<file path="src/rxvsm_pkg.sv">
// shared constants for the per-port video statistics and clock monitor
package rxvsm_pkg;

    // register offsets inside the per-port page
    localparam logic [7:0] ADDR_FRAME_LINES_HIGH   = 8'h73;
    localparam logic [7:0] ADDR_FRAME_LINES_LOW    = 8'h74;
    localparam logic [7:0] ADDR_LINE_LENGTH_HIGH   = 8'h75;
    localparam logic [7:0] ADDR_LINE_LENGTH_LOW    = 8'h76;
    localparam logic [7:0] ADDR_CLOCK_FREQ_MON_CTL = 8'h77;
    localparam logic [7:0] ADDR_MESSAGE_SCRATCH_0  = 8'h78;

    // reset values
    localparam logic [7:0] CLOCK_FREQ_MON_CTL_RST  = 8'hc5;
    localparam logic [7:0] MESSAGE_SCRATCH_0_RST   = 8'h00;
    localparam logic [7:0] READ_ZERO               = 8'h00;

    // field layout of the clock frequency monitor control register
    localparam int MARGIN_MSB = 7;
    localparam int MARGIN_LSB = 6;
    localparam int SETTLE_MSB = 5;
    localparam int SETTLE_LSB = 4;
    localparam int FLOOR_MSB  = 3;
    localparam int FLOOR_LSB  = 0;

    // settle time select codes
    localparam logic [1:0] SETTLE_SEL_40US   = 2'h0;
    localparam logic [1:0] SETTLE_SEL_80US   = 2'h1;
    localparam logic [1:0] SETTLE_SEL_320US  = 2'h2;

    // timing: clock period and settle times in ns, and the settle counter width
    localparam int CLK_PERIOD_NS  = 20;
    localparam int SETTLE_T0_NS   = 40000;
    localparam int SETTLE_T1_NS   = 80000;
    localparam int SETTLE_T2_NS   = 320000;
    localparam int SETTLE_T3_NS   = 1280000;
    localparam int SETTLE_CNT_W   = 17;

    // measurement widths
    localparam int MEAS_W = 16;
    localparam int FREQ_W = 8;

    // frequency detector state
    typedef enum logic [1:0] {
        FD_IDLE,
        FD_SETTLING,
        FD_STABLE
    } rxvsm_fd_state_type;

endpackage

</file>
<file path="src/rxvsm_port_regs.sv">
`timescale 1ns/1ps
module rxvsm_port_regs
    import rxvsm_pkg::*;
#(
    parameter logic [1:0]  PORT_ID      = 2'h0,
    parameter int unsigned SETTLE_CYC_0 = SETTLE_T0_NS / CLK_PERIOD_NS,
    parameter int unsigned SETTLE_CYC_1 = SETTLE_T1_NS / CLK_PERIOD_NS,
    parameter int unsigned SETTLE_CYC_2 = SETTLE_T2_NS / CLK_PERIOD_NS,
    parameter int unsigned SETTLE_CYC_3 = SETTLE_T3_NS / CLK_PERIOD_NS
)
(
    // clock and reset
    input  wire logic              clk,
    input  wire logic              sys_rst,
    // register access from the serial control port
    input  wire logic [1:0]        port_select,
    input  wire logic [7:0]        reg_addr,
    input  wire logic [7:0]        reg_wdata,
    input  wire logic              reg_wr,
    input  wire logic              reg_rd,
    output logic [7:0]             reg_rdata_q,
    output logic                   reg_rvalid_q,
    // interrupt enables held in the port interrupt enable register
    input  wire logic              irq_en_frame_lines_change,
    input  wire logic              irq_en_line_length_change,
    // received video timing
    input  wire logic              vid_frame_valid,
    input  wire logic              vid_line_valid,
    // input clock frequency measurement
    input  wire logic              freq_meas_valid,
    input  wire logic [FREQ_W-1:0] freq_meas_mhz,
    // monitor status
    output logic                   serial_clock_absent_q,
    output logic                   freq_stable_q,
    output logic [FREQ_W-1:0]      freq_value_mhz_q
);

    // register file state
    logic [7:0]              freq_ctl_q;
    logic [7:0]              scratch_q;

    // video measurement state
    logic                    frame_valid_prev_q;
    logic                    line_valid_prev_q;
    logic [MEAS_W-1:0]       lines_cnt_q;
    logic [MEAS_W-1:0]       len_cnt_q;
    logic [MEAS_W-1:0]       last_len_q;

    // frequency detector state
    rxvsm_fd_state_type      fd_state_q;
    logic [SETTLE_CNT_W-1:0] settle_cnt_q;

    // decoded strobes and combinational helpers
    logic                    port_hit;
    logic                    wr_hit;
    logic                    rd_hit;
    logic                    frame_end;
    logic                    frame_start;
    logic                    line_end;
    logic [MEAS_W-1:0]       lines_final;
    logic [MEAS_W-1:0]       len_final;
    logic [7:0]              lines_hi;
    logic [7:0]              lines_lo;
    logic [7:0]              len_hi;
    logic [7:0]              len_lo;
    logic [1:0]              margin;
    logic [1:0]              settle_sel;
    logic [3:0]              floor_mhz;
    logic [FREQ_W-1:0]       freq_diff;
    logic                    beyond_margin;
    logic [SETTLE_CNT_W-1:0] settle_lim;
    logic [7:0]              rd_mux;

    // accesses reach this port only when the host selected it
    assign port_hit = (port_select == PORT_ID);
    assign wr_hit   = reg_wr && port_hit;
    assign rd_hit   = reg_rd && port_hit;

    // control fields
    assign margin     = freq_ctl_q[MARGIN_MSB:MARGIN_LSB];
    assign settle_sel = freq_ctl_q[SETTLE_MSB:SETTLE_LSB];
    assign floor_mhz  = freq_ctl_q[FLOOR_MSB:FLOOR_LSB];

    // writable registers; read-only offsets ignore writes
    always_ff @(posedge clk)
    begin
        if (sys_rst)
        begin
            freq_ctl_q <= CLOCK_FREQ_MON_CTL_RST;
            scratch_q  <= MESSAGE_SCRATCH_0_RST;
        end
        else if (wr_hit)
        begin
            if (reg_addr == ADDR_CLOCK_FREQ_MON_CTL)
                freq_ctl_q <= reg_wdata;
            else if (reg_addr == ADDR_MESSAGE_SCRATCH_0)
                scratch_q <= reg_wdata;
        end
    end

    // edges of the video timing levels
    assign frame_end   = frame_valid_prev_q && !vid_frame_valid;
    assign frame_start = !frame_valid_prev_q && vid_frame_valid;
    assign line_end    = line_valid_prev_q && !vid_line_valid;

    always_ff @(posedge clk)
    begin
        if (sys_rst)
        begin
            frame_valid_prev_q <= 1'b0;
            line_valid_prev_q  <= 1'b0;
        end
        else
        begin
            frame_valid_prev_q <= vid_frame_valid;
            line_valid_prev_q  <= vid_line_valid;
        end
    end

    // a line ending in the frame end cycle still belongs to that frame
    assign lines_final = lines_cnt_q + MEAS_W'(line_end);
    assign len_final   = line_end ? len_cnt_q : last_len_q;

    // lines per frame; wraps rather than saturates, as 16 bits is ample
    always_ff @(posedge clk)
    begin
        if (sys_rst)
            lines_cnt_q <= '0;
        else if (frame_start)
            lines_cnt_q <= '0;
        else if (line_end && vid_frame_valid)
            lines_cnt_q <= lines_cnt_q + MEAS_W'(1);
    end

    // cycles per line, and the length of the line that just ended
    always_ff @(posedge clk)
    begin
        if (sys_rst)
        begin
            len_cnt_q  <= '0;
            last_len_q <= '0;
        end
        else
        begin
            if (vid_line_valid)
                len_cnt_q <= line_valid_prev_q ?
                             len_cnt_q + MEAS_W'(1) : MEAS_W'(1);
            if (line_end)
                last_len_q <= len_cnt_q;
        end
    end

    // reported line count with freeze and byte latching
    rxvsm_meas_report #(
        .W         (MEAS_W)
    ) u_lines_report (
        .clk       (clk),
        .sys_rst   (sys_rst),
        .capture   (frame_end),
        .value     (lines_final),
        .freeze_en (irq_en_frame_lines_change),
        .rd_hi     (rd_hit && reg_addr == ADDR_FRAME_LINES_HIGH),
        .rd_lo     (rd_hit && reg_addr == ADDR_FRAME_LINES_LOW),
        .hi_byte   (lines_hi),
        .lo_byte   (lines_lo)
    );

    // reported line length with freeze and byte latching
    rxvsm_meas_report #(
        .W         (MEAS_W)
    ) u_len_report (
        .clk       (clk),
        .sys_rst   (sys_rst),
        .capture   (frame_end),
        .value     (len_final),
        .freeze_en (irq_en_line_length_change),
        .rd_hi     (rd_hit && reg_addr == ADDR_LINE_LENGTH_HIGH),
        .rd_lo     (rd_hit && reg_addr == ADDR_LINE_LENGTH_LOW),
        .hi_byte   (len_hi),
        .lo_byte   (len_lo)
    );

    // read data select; unmapped offsets read as zero
    always_comb
    begin
        if (reg_addr == ADDR_FRAME_LINES_HIGH)
            rd_mux = lines_hi;
        else if (reg_addr == ADDR_FRAME_LINES_LOW)
            rd_mux = lines_lo;
        else if (reg_addr == ADDR_LINE_LENGTH_HIGH)
            rd_mux = len_hi;
        else if (reg_addr == ADDR_LINE_LENGTH_LOW)
            rd_mux = len_lo;
        else if (reg_addr == ADDR_CLOCK_FREQ_MON_CTL)
            rd_mux = freq_ctl_q;
        else if (reg_addr == ADDR_MESSAGE_SCRATCH_0)
            rd_mux = scratch_q;
        else
            rd_mux = READ_ZERO;
    end

    // read answer one cycle after the strobe
    always_ff @(posedge clk)
    begin
        if (sys_rst)
        begin
            reg_rdata_q  <= READ_ZERO;
            reg_rvalid_q <= 1'b0;
        end
        else
        begin
            reg_rvalid_q <= rd_hit;
            if (rd_hit)
                reg_rdata_q <= rd_mux;
        end
    end

    // distance between a new measurement and the stored one
    assign freq_diff = (freq_meas_mhz >= freq_value_mhz_q) ?
                       freq_meas_mhz - freq_value_mhz_q :
                       freq_value_mhz_q - freq_meas_mhz;
    assign beyond_margin = freq_diff > {6'h00, margin};

    // settle time in cycles for the selected code
    always_comb
    begin
        case (settle_sel)
            SETTLE_SEL_40US:  settle_lim = SETTLE_CNT_W'(SETTLE_CYC_0);
            SETTLE_SEL_80US:  settle_lim = SETTLE_CNT_W'(SETTLE_CYC_1);
            SETTLE_SEL_320US: settle_lim = SETTLE_CNT_W'(SETTLE_CYC_2);
            default:          settle_lim = SETTLE_CNT_W'(SETTLE_CYC_3);
        endcase
    end

    // detector: the first sample is always taken, later ones only when
    // they leave the margin band, which restarts the settle count
    always_ff @(posedge clk)
    begin
        if (sys_rst)
        begin
            fd_state_q       <= FD_IDLE;
            settle_cnt_q     <= '0;
            freq_value_mhz_q <= '0;
        end
        else
        begin
            case (fd_state_q)
                FD_IDLE:
                begin
                    if (freq_meas_valid)
                    begin
                        freq_value_mhz_q <= freq_meas_mhz;
                        settle_cnt_q     <= '0;
                        fd_state_q       <= FD_SETTLING;
                    end
                end
                FD_SETTLING:
                begin
                    if (freq_meas_valid && beyond_margin)
                    begin
                        freq_value_mhz_q <= freq_meas_mhz;
                        settle_cnt_q     <= '0;
                    end
                    else if (settle_cnt_q + SETTLE_CNT_W'(1)
                             >= settle_lim)
                        fd_state_q <= FD_STABLE;
                    else
                        settle_cnt_q <= settle_cnt_q + SETTLE_CNT_W'(1);
                end
                FD_STABLE:
                begin
                    if (freq_meas_valid && beyond_margin)
                    begin
                        freq_value_mhz_q <= freq_meas_mhz;
                        settle_cnt_q     <= '0;
                        fd_state_q       <= FD_SETTLING;
                    end
                end
                default:
                    fd_state_q <= FD_IDLE;
            endcase
        end
    end

    // status flags; absent while idle or while the stored clock is below the floor
    always_ff @(posedge clk)
    begin
        if (sys_rst)
        begin
            serial_clock_absent_q <= 1'b1;
            freq_stable_q         <= 1'b0;
        end
        else
        begin
            serial_clock_absent_q <=
                (fd_state_q == FD_IDLE) ||
                (freq_value_mhz_q < {4'h0, floor_mhz});
            freq_stable_q <= (fd_state_q == FD_STABLE);
        end
    end
endmodule

</file>
<file path="src/rxvsm_meas_report.sv">
`timescale 1ns/1ps
// one 16-bit reported measurement: freeze-until-read and high/low latching
module rxvsm_meas_report
    import rxvsm_pkg::*;
#(
    parameter int W = MEAS_W
)
(
    // clock and reset
    input  wire logic         clk,
    input  wire logic         sys_rst,
    // capture side
    input  wire logic         capture,
    input  wire logic [W-1:0] value,
    input  wire logic         freeze_en,
    // read strobes
    input  wire logic         rd_hi,
    input  wire logic         rd_lo,
    // reported bytes
    output logic [7:0]        hi_byte,
    output logic [7:0]        lo_byte
);

    logic [W-1:0] value_q;
    logic         held_q;
    logic [7:0]   lo_shadow_q;
    logic         lo_latched_q;
    logic         take;

    // a pending unread update blocks new captures while freezing is on
    assign take = capture && !(freeze_en && held_q);

    // reported value
    always_ff @(posedge clk)
    begin
        if (sys_rst)
            value_q <= '0;
        else if (take)
            value_q <= value;
    end

    // unread marker; a capture in the read cycle wins over the clear
    always_ff @(posedge clk)
    begin
        if (sys_rst)
            held_q <= 1'b0;
        else if (take)
            held_q <= 1'b1;
        else if (rd_hi || rd_lo)
            held_q <= 1'b0;
    end

    // low byte snapshot taken at the high byte read
    always_ff @(posedge clk)
    begin
        if (sys_rst)
        begin
            lo_shadow_q  <= 8'h00;
            lo_latched_q <= 1'b0;
        end
        else if (rd_hi)
        begin
            lo_shadow_q  <= value_q[7:0];
            lo_latched_q <= 1'b1;
        end
        else if (rd_lo)
            lo_latched_q <= 1'b0;
    end

    assign hi_byte = value_q[W-1:W-8];
    assign lo_byte = lo_latched_q ? lo_shadow_q : value_q[7:0];
endmodule

</file>
<file path="config.mk">
export PLATFORM = sky130hd
export DESIGN_NAME = rxvsm_port_regs
export DESIGN_NICKNAME = d
export VERILOG_FILES = /design/src/rxvsm_pkg.sv /design/src/rxvsm_port_regs.sv /design/src/rxvsm_meas_report.sv
export SDC_FILE = /design/constraint.sdc
export NUM_CORES = 1
export LEC_CHECK = 0
export BUFFER_PORTS_ARGS = -buffer_cell sky130_fd_sc_hd__buf_2
export CAP_MARGIN = 20
export CORE_ASPECT_RATIO = 0.7
export CORE_MARGIN = 3
export CORE_UTILIZATION = 55
export CTS_BUF_LIST = sky130_fd_sc_hd__clkbuf_2
export CTS_CLUSTER_DIAMETER = 80
export CTS_CLUSTER_SIZE = 28
export DETAILED_ROUTE_END_ITERATION = 10
export PLACE_DENSITY_LB_ADDON = 0.08
export SLEW_MARGIN = 20
export SYNTH_ARGS = -nofsm -noshare
export SYNTH_HDL_FRONTEND = slang
export SYNTH_SLANG_ARGS = --single-unit
</file>
<file path="constraint.sdc">
create_clock -name clk -period 4.6 [get_ports clk]
set_clock_uncertainty 0.2 [all_clocks]
set_input_delay 0.23 -clock clk [delete_from_list [all_inputs] [get_ports clk]]
set_output_delay 0.23 -clock clk [all_outputs]
set_load 0.01 [all_outputs]
</file>
==> results.md, run 1 <==
* Async S/R FF share, synth at 0%
* Critical Path AT at 4.72 ns
* Clock latency on the worst-skew pair at 0.75 ns
* Core Area at 0.0143 mm^2
* Sequential fraction of the synthesis area at 37.6%
* Gr ovfl total at 0
* Setup TNS at 0 ns
* H-tree levels at 4
* Final WL at 21.0 mm
* Post-DR vias/cell at 5.68
* Final Hold Viols at 0
* Hold_sp: port_select[1]
* Fin crit share at 92.9%
* Drt wl/cell at 16.2 um
* # DRC at 0
* Worst Hold Depth at 5
* DR iter-0 viols at 608
* Post-Syn Area at 0.00831 mm^2
* CP Cell Sequence: ha_1 -> inv_1 -> fa_1 -> nand3_1 -> nand3_1 -> a221o_1 -> nand2_1 -> nand2_1 -> ha_1 -> nor2b_1 -> o21ai_1 -> and3_1 -> o2111a_1 -> o22a_4 -> a21oi_4 -> buf_12 -> mux2i_1 -> dlygate4sd3_1
* First-pass GRT wire length at 34.5 mm
* Final setup viols at 0
* Area growth, synth to finish at 15.9%
* Num CTS Buffers at 17
* Dpl ws at 0.244 ns
* Antenna-violating nets left at 0
* Post-synth EDFFs at 0
* Gr busiest metal: met1
* Top-count cell post-synth: dfxtp_1
* CTS max path bufs at 2
* Yosys synthesis warning count at 0
* Critical path buffers and inverters at 3
* Area leader, netlist: dfxtp_1
* Net count after synthesis at 1075
* DR vias at 7365
* Tot GR Track Use at 25.5%
* Crit-path slowest cell: dlygate4sd3_1
* Pre-antenna DRT Iters at 5
* CP Launch Type: flip-flop
* Fraction of layout cells with a size suffix above 1 at 12.2%
* Peak supply drop at 202 uV
* Final slew viol count at 0
* Post-DP Area at 0.00868 mm^2
* Met3 usage at 5.91%
* PD cells at 283 mW/mm^2
* RR Startpoint: freq_value_mhz_q[0]$_SDFFE_PP0P_
* R2r worst-path depth at 18
* Max_cap viols at 0
* Ant. Diodes at 0
* Post-route setup slack at 0.326 ns
* Root buffer cell: clkbuf_2
* Chip Width at 153 um
* Tmin final at 4.27 ns
* Kind of critical path: flip-flop to flip-flop
* Met1 usage at 39.7%
* Post-DP HPWL at 14.6 mm
* Total Power at 2.73 mW
* # fillers at 1205
* Worst Setup End Kind: flip-flop
* Total area of sequential cells at 0.00313 mm^2
* Critical path fanouts, max at 8
* Port bufs at 53
* Final Instance Area at 0.00963 mm^2
* Synth Flop Type: dfxtp_1
* Commonest cells post-synth: dfxtp_1, nand2_1, nor2_1
* CP peak stage delay at 0.56 ns
* Vias in the first global route at 6663
* Worst Max-Slew Pin Slew at 1.03 ns
* Die ar. at 0.0166 mm^2
* Met2 usage at 35.5%
* WP data required at 5.05 ns
* Crit. Startpoint: freq_value_mhz_q[0]$_SDFFE_PP0P_
* Clk sinks at 156
* Max Freq at 234 MHz
* Synth unique cells at 73
* Area share of the leading cell type in the synthesized netlist at 37.6%
* WP depth at 18
* #FFs+latches synth at 156
* Initial core utilization at 58.0%
* Path category of the worst min-delay check: input port to flip-flop
* Chip height at 109 um
* Multi-input gate area at 0.00483 mm^2
* Cell count after synthesis at 997
* Cell type group with the largest total delay on the critical path: compound AO/OA/AOI/OAI gates
* CTS tree: done
* Syn_area_per_cell at 8.34 um^2
* Worst-path clk slew at 0.25 ns
* Cell row count at 36
* Leak at 3.62 nW
* Routability Congestion at 0.903
* Pin count of the biggest net entering global routing at 99
* Synth top area cells: dfxtp_1, mux2i_1, ha_1
* Nets at 1172
* Initial antenna violation count at 0
* # IOs at 54
* Run status: complete, no violations
* Slew HR at 31.1%
==> repair_timing <==
| item | in CTS | in global routing |
|---|---|---|
| endpoints found under the hold margin | 128 | 0 |
| setup endpoints to repair | 0 | 26 |
| hold buffers | 61 | 0 |
| buffers inserted | 0 | 4 |
| gates resized for setup | 0 | 11 |
==> registers in the layout, indices dropped and copies added (netlist names), 16 cells and up <==
name / flops
settle_cnt_q: 17
last_len_q: 16
len_cnt_q: 16
lines_cnt_q: 16
u_len_report.value_q: 16
u_lines_report.value_q: 16
==> cell families after synthesis <==
| kind of cell | Yosys count | synth area share, % |
|---|---|---|
| AND/OR/NAND/NOR | 390 | 22.1 |
| adder cells (fa/ha/maj) | 43 | 6.65 |
| AO/OA/AOI/OAI | 201 | 16.6 |
| multiplexers | 61 | 7.62 |
| XOR/XNOR | 41 | 4.32 |
| buffers and inverters | 105 | 5.09 |
| flip-flops | 156 | 37.6 |
==> worst paths after layout <==
| kind | to | slack, ns |
|---|---|---|
| setup reg to reg | freq_value_mhz_q[1]$_SDFFE_PP0P_ | 0.33 |
| setup / recovery | freq_value_mhz_q[1]$_SDFFE_PP0P_ | 0.33 |
| hold reg to reg | settle_cnt_q[16]$_SDFFE_PP0P_ | 0.26 |
| hold / removal | reg_rdata_q[6]$_SDFFE_PP0P_ | 0.05 |
==> per-layer routing <==
layer | share of wire [%] | up-vias | routed length [um]
li1 | - | 3731 | -
met1 | 53 | 3391 | 11000
met2 | 40 | 221 | 8470
met3 | 5.9 | 22 | 1240
met4 | 1.1 | 0 | 234
met5 | 0 | - | 0
==> cell usage in the layout (no fill, tap or decap), types with 7 or more instances in the layout <==
master / count
mux2_2: 8
nand2_1: 125
a21oi_1: 52
inv_1: 56
o221ai_1: 10
buf_2: 52
nor2_1: 109
or2_2: 7
dfxtp_1: 153
nor2b_1: 12
xor2_1: 33
a211oi_1: 40
ha_1: 41
dlygate4sd3_1: 61
or3_1: 15
mux2i_1: 52
clkbuf_2: 17
o21ai_0: 26
a31oi_1: 9
nand4_1: 20
buf_4: 11
nand3_1: 42
and3_1: 9
xnor2_1: 8
nor3_1: 9
nand3b_1: 7
==> tightest hold or removal path, delay by kind of cell <==
| kind | cells | cell delay [ns] |
|---|---|---|
| AOI/OAI and AO/OA | 1 | 0.07 |
| and+or+nand+nor | 3 | 0.58 |
| buffers and inverters | 1 | 0.08 |
==> through the flow <==
stage,hold slack [ns],util [%],cells
detailed placement,0.237,60.6,1199
floorplan,0.158,-,997
finish,0.0531,67.2,1297
global placement,0.230,60.6,1199
CTS,0.00247,66.5,1292
global route,0.00817,67.2,1297
==> cell type report <==
class | instances | area share (%)
Multi-Input combinational cell | 736 | 50.1
Sequential cell | 156 | 32.5
Timing Repair Buffer | 126 | 10.3
Tap cell | 190 | 2.47
Inverter | 57 | 2.22
Clock inverter | 15 | 1.52
Clock buffer | 17 | 0.883
==> power by group <==
group / internal (mW) / switching, mW / leakage (nW)
Sequential: 1.39 / 0.0342 / 1.26
Combinational: 0.235 / 0.308 / 2.22
Clock: 0.247 / 0.514 / 0.131
Total: 1.87 / 0.857 / 3.62
Note: power is estimated with default switching activity, not from simulation.
==> run 2: changes to the inputs <==
--- a/config.mk
+++ b/config.mk
@@ -5,16 +5,17 @@
 export SDC_FILE = /design/constraint.sdc
 export NUM_CORES = 1
 export LEC_CHECK = 0
-export BUFFER_PORTS_ARGS = -buffer_cell sky130_fd_sc_hd__buf_2
+export BUFFER_PORTS_ARGS = -buffer_cell sky130_fd_sc_hd__clkbuf_2
 export CAP_MARGIN = 20
 export CORE_ASPECT_RATIO = 0.7
-export CORE_MARGIN = 3
+export CORE_MARGIN = 10
 export CORE_UTILIZATION = 55
 export CTS_BUF_LIST = sky130_fd_sc_hd__clkbuf_2
 export CTS_CLUSTER_DIAMETER = 80
 export CTS_CLUSTER_SIZE = 28
 export DETAILED_ROUTE_END_ITERATION = 10
 export PLACE_DENSITY_LB_ADDON = 0.08
+export SKIP_LAST_GASP = 1
 export SLEW_MARGIN = 20
 export SYNTH_ARGS = -nofsm -noshare
 export SYNTH_HDL_FRONTEND = slang
==> run 2 against run 1 <==
Combinational power is 8.1% lower; sequential power hardly changed; clock power is 2% lower; non-clock buffer count is 12 lower; via count is 0.90% lower; worst setup slack better by 0.0014 ns; wire length is 0.22% lower; critical path depth is 1 lower; sequential share of layout area is 0.51 points higher; sequential cell count stayed put; highest routed layer unchanged.
==> results.md, run 2 (same netlist as run 1, synthesis figures left out) <==
* H-tree levels at 4
* CTS tree: done
* # DRC at 0
* Worst Setup End Kind: flip-flop
* # IOs at 54
* Leak at 3.54 nW
* Path category of the worst min-delay check: input port to flip-flop
* Routability Congestion at 0.895
* First-pass GRT wire length at 34.4 mm
* Worst-path clk slew at 0.22 ns
* Pre-antenna DRT Iters at 5
* Num CTS Buffers at 17
* Kind of critical path: flip-flop to flip-flop
* Largest Register: settle_cnt_q
* Max Freq at 234 MHz
* Final WL at 20.9 mm
* Fraction of layout cells with a size suffix above 1 at 12.2%
* Final non-filler cell total at 1289
* Fin crit share at 92.9%
* Core Area at 0.0148 mm^2
* Hold_sp: port_select[0]
* Drt wl/cell at 16.2 um
* Vias in the first global route at 6765
* Initial antenna violation count at 0
* Chip height at 123 um
* Die ar. at 0.0205 mm^2
* Slew HR at 30.9%
* Root buffer cell: clkbuf_2
* CP Launch Type: flip-flop
* Final setup viols at 0
* Chip Width at 167 um
* Critical Path AT at 4.78 ns
* Final Instance Area at 0.00949 mm^2
* Final slew viol count at 0
* Initial core utilization at 56.3%
* RR Startpoint: settle_cnt_q[0]$_SDFFE_PP0P_
* Setup TNS at 0 ns
* Peak supply drop at 152 uV
* Critical path fanouts, max at 7
* Run status: complete, no violations
* Post-DP Area at 0.00870 mm^2
* PD cells at 281 mW/mm^2
* Commonest cells after routing, fill and taps aside: dfxtp_1, nand2_1, nor2_1, clkbuf_2, inv_1
* RSZ-0062 raised after global routing: no
* Area growth, synth to finish at 14.2%
* Pin count of the biggest net entering global routing at 99
* Ant. Diodes at 0
* Nets at 1160
* Clk sinks at 156
* Post-DR vias/cell at 5.66
* DR iter-0 viols at 580
* Max_cap viols at 0
* Antenna-violating nets left at 0
* Cell row count at 37
* WP data required at 5.10 ns
* Clock latency on the worst-skew pair at 0.75 ns
* CTS max path bufs at 2
* Gr ovfl total at 0
* Worst Max-Slew Pin Slew at 1.03 ns
* Final Hold Viols at 0
* Tmin final at 4.27 ns
* DR vias at 7299
* Crit. Startpoint: settle_cnt_q[0]$_SDFFE_PP0P_
* Leading cell type in the layout, fill and taps excluded: dfxtp_1
* Largest register FFs at 17
* Final Util at 64.3%
* Post-CTS setup repair buffer count at 0
* Tot GR Track Use at 20.1%
* Post-DP HPWL at 14.7 mm
* Placed insts at 1205
* Port bufs at 53
## run 2: cell types whose count changed in the layout (fill, tap and decap cells not counted), moves of 2 or more
cell	delta
buf_12	-2
clkinv_2	+3
clkbuf_2	+55
inv_6	-2
dlygate4sd3_1	-8
buf_4	-2
clkinv_1	-4
buf_2	-52
dfxtp_2	-3
dfxtp_4	+2
## run 2: repair_timing
action,CTS,global route
hold endpoints to repair,123,0
resized for setup,0,11
hold buffers,53,0
endpoints found under the setup margin,0,18
## run 2: where the power goes
part	total (mW)	switching (mW)	internal, mW
combinational	0.499	0.297	0.203
sequential	1.42	0.0335	1.39
clock	0.748	0.496	0.252
total	2.67	0.827	1.84
## run 2: final timing paths
kind / endpoint / slack [ns] / cells past startpoint
max: fd_state_q[0]$_SDFFE_PP0P_ / 0.33 / 17
max reg2reg: fd_state_q[0]$_SDFFE_PP0P_ / 0.33 / 17
min reg2reg: u_len_report.lo_shadow_q[0]$_SDFFE_PP0P_ / 0.27 / 2
min: reg_rdata_q[7]$_SDFFE_PP0P_ / 0.06 / 5
## run 2: critical path, stage by stage, from the launching register on
cell,delay [ns]
dfxtp_4,0.43
ha_1,0.24
nand3_2,0.15
or2_2,0.36
nor2_1,0.19
nand3_1,0.15
nor3_1,0.21
xnor2_1,0.17
inv_1,0.06
ha_1,0.32
a21oi_1,0.13
nand2_1,0.07
o21ai_1,0.17
nand3b_1,0.14
or2_2,0.33
a31o_2,0.23
a21oi_1,0.11
dlygate4sd3_1,0.55
## run 2: cell type report
type / instances / area (um^2)
timing repair buffer: 114 / 858
tap: 195 / 244
multi-input combinational: 736 / 4830
inverter: 57 / 214
sequential: 156 / 3130
clock buffer: 20 / 100
fill: 1335 / 5270
clock inverter: 11 / 121
## run 2: through the flow
step	setup slack [ns]	power, mW	hold slack [ns]
floorplan	0.894	1.78	0.158
global placement	0.500	1.90	0.233
detailed placement	0.277	1.90	0.243
CTS	0.0573	2.67	0.000150
global route	0.00983	2.80	0.0393
finish	0.328	2.67	0.0562
## run 2: metal layers
metal	GRT usage, %	up-vias	share of wire (%)	wire length (um)
met2	28.4	202	40	8390
met1	30.0	3369	52	10900
met3	4.47	22	6.6	1390
li1	-	3706	-	-
met5	0	-	0	0
met4	5.31	0	1.1	235
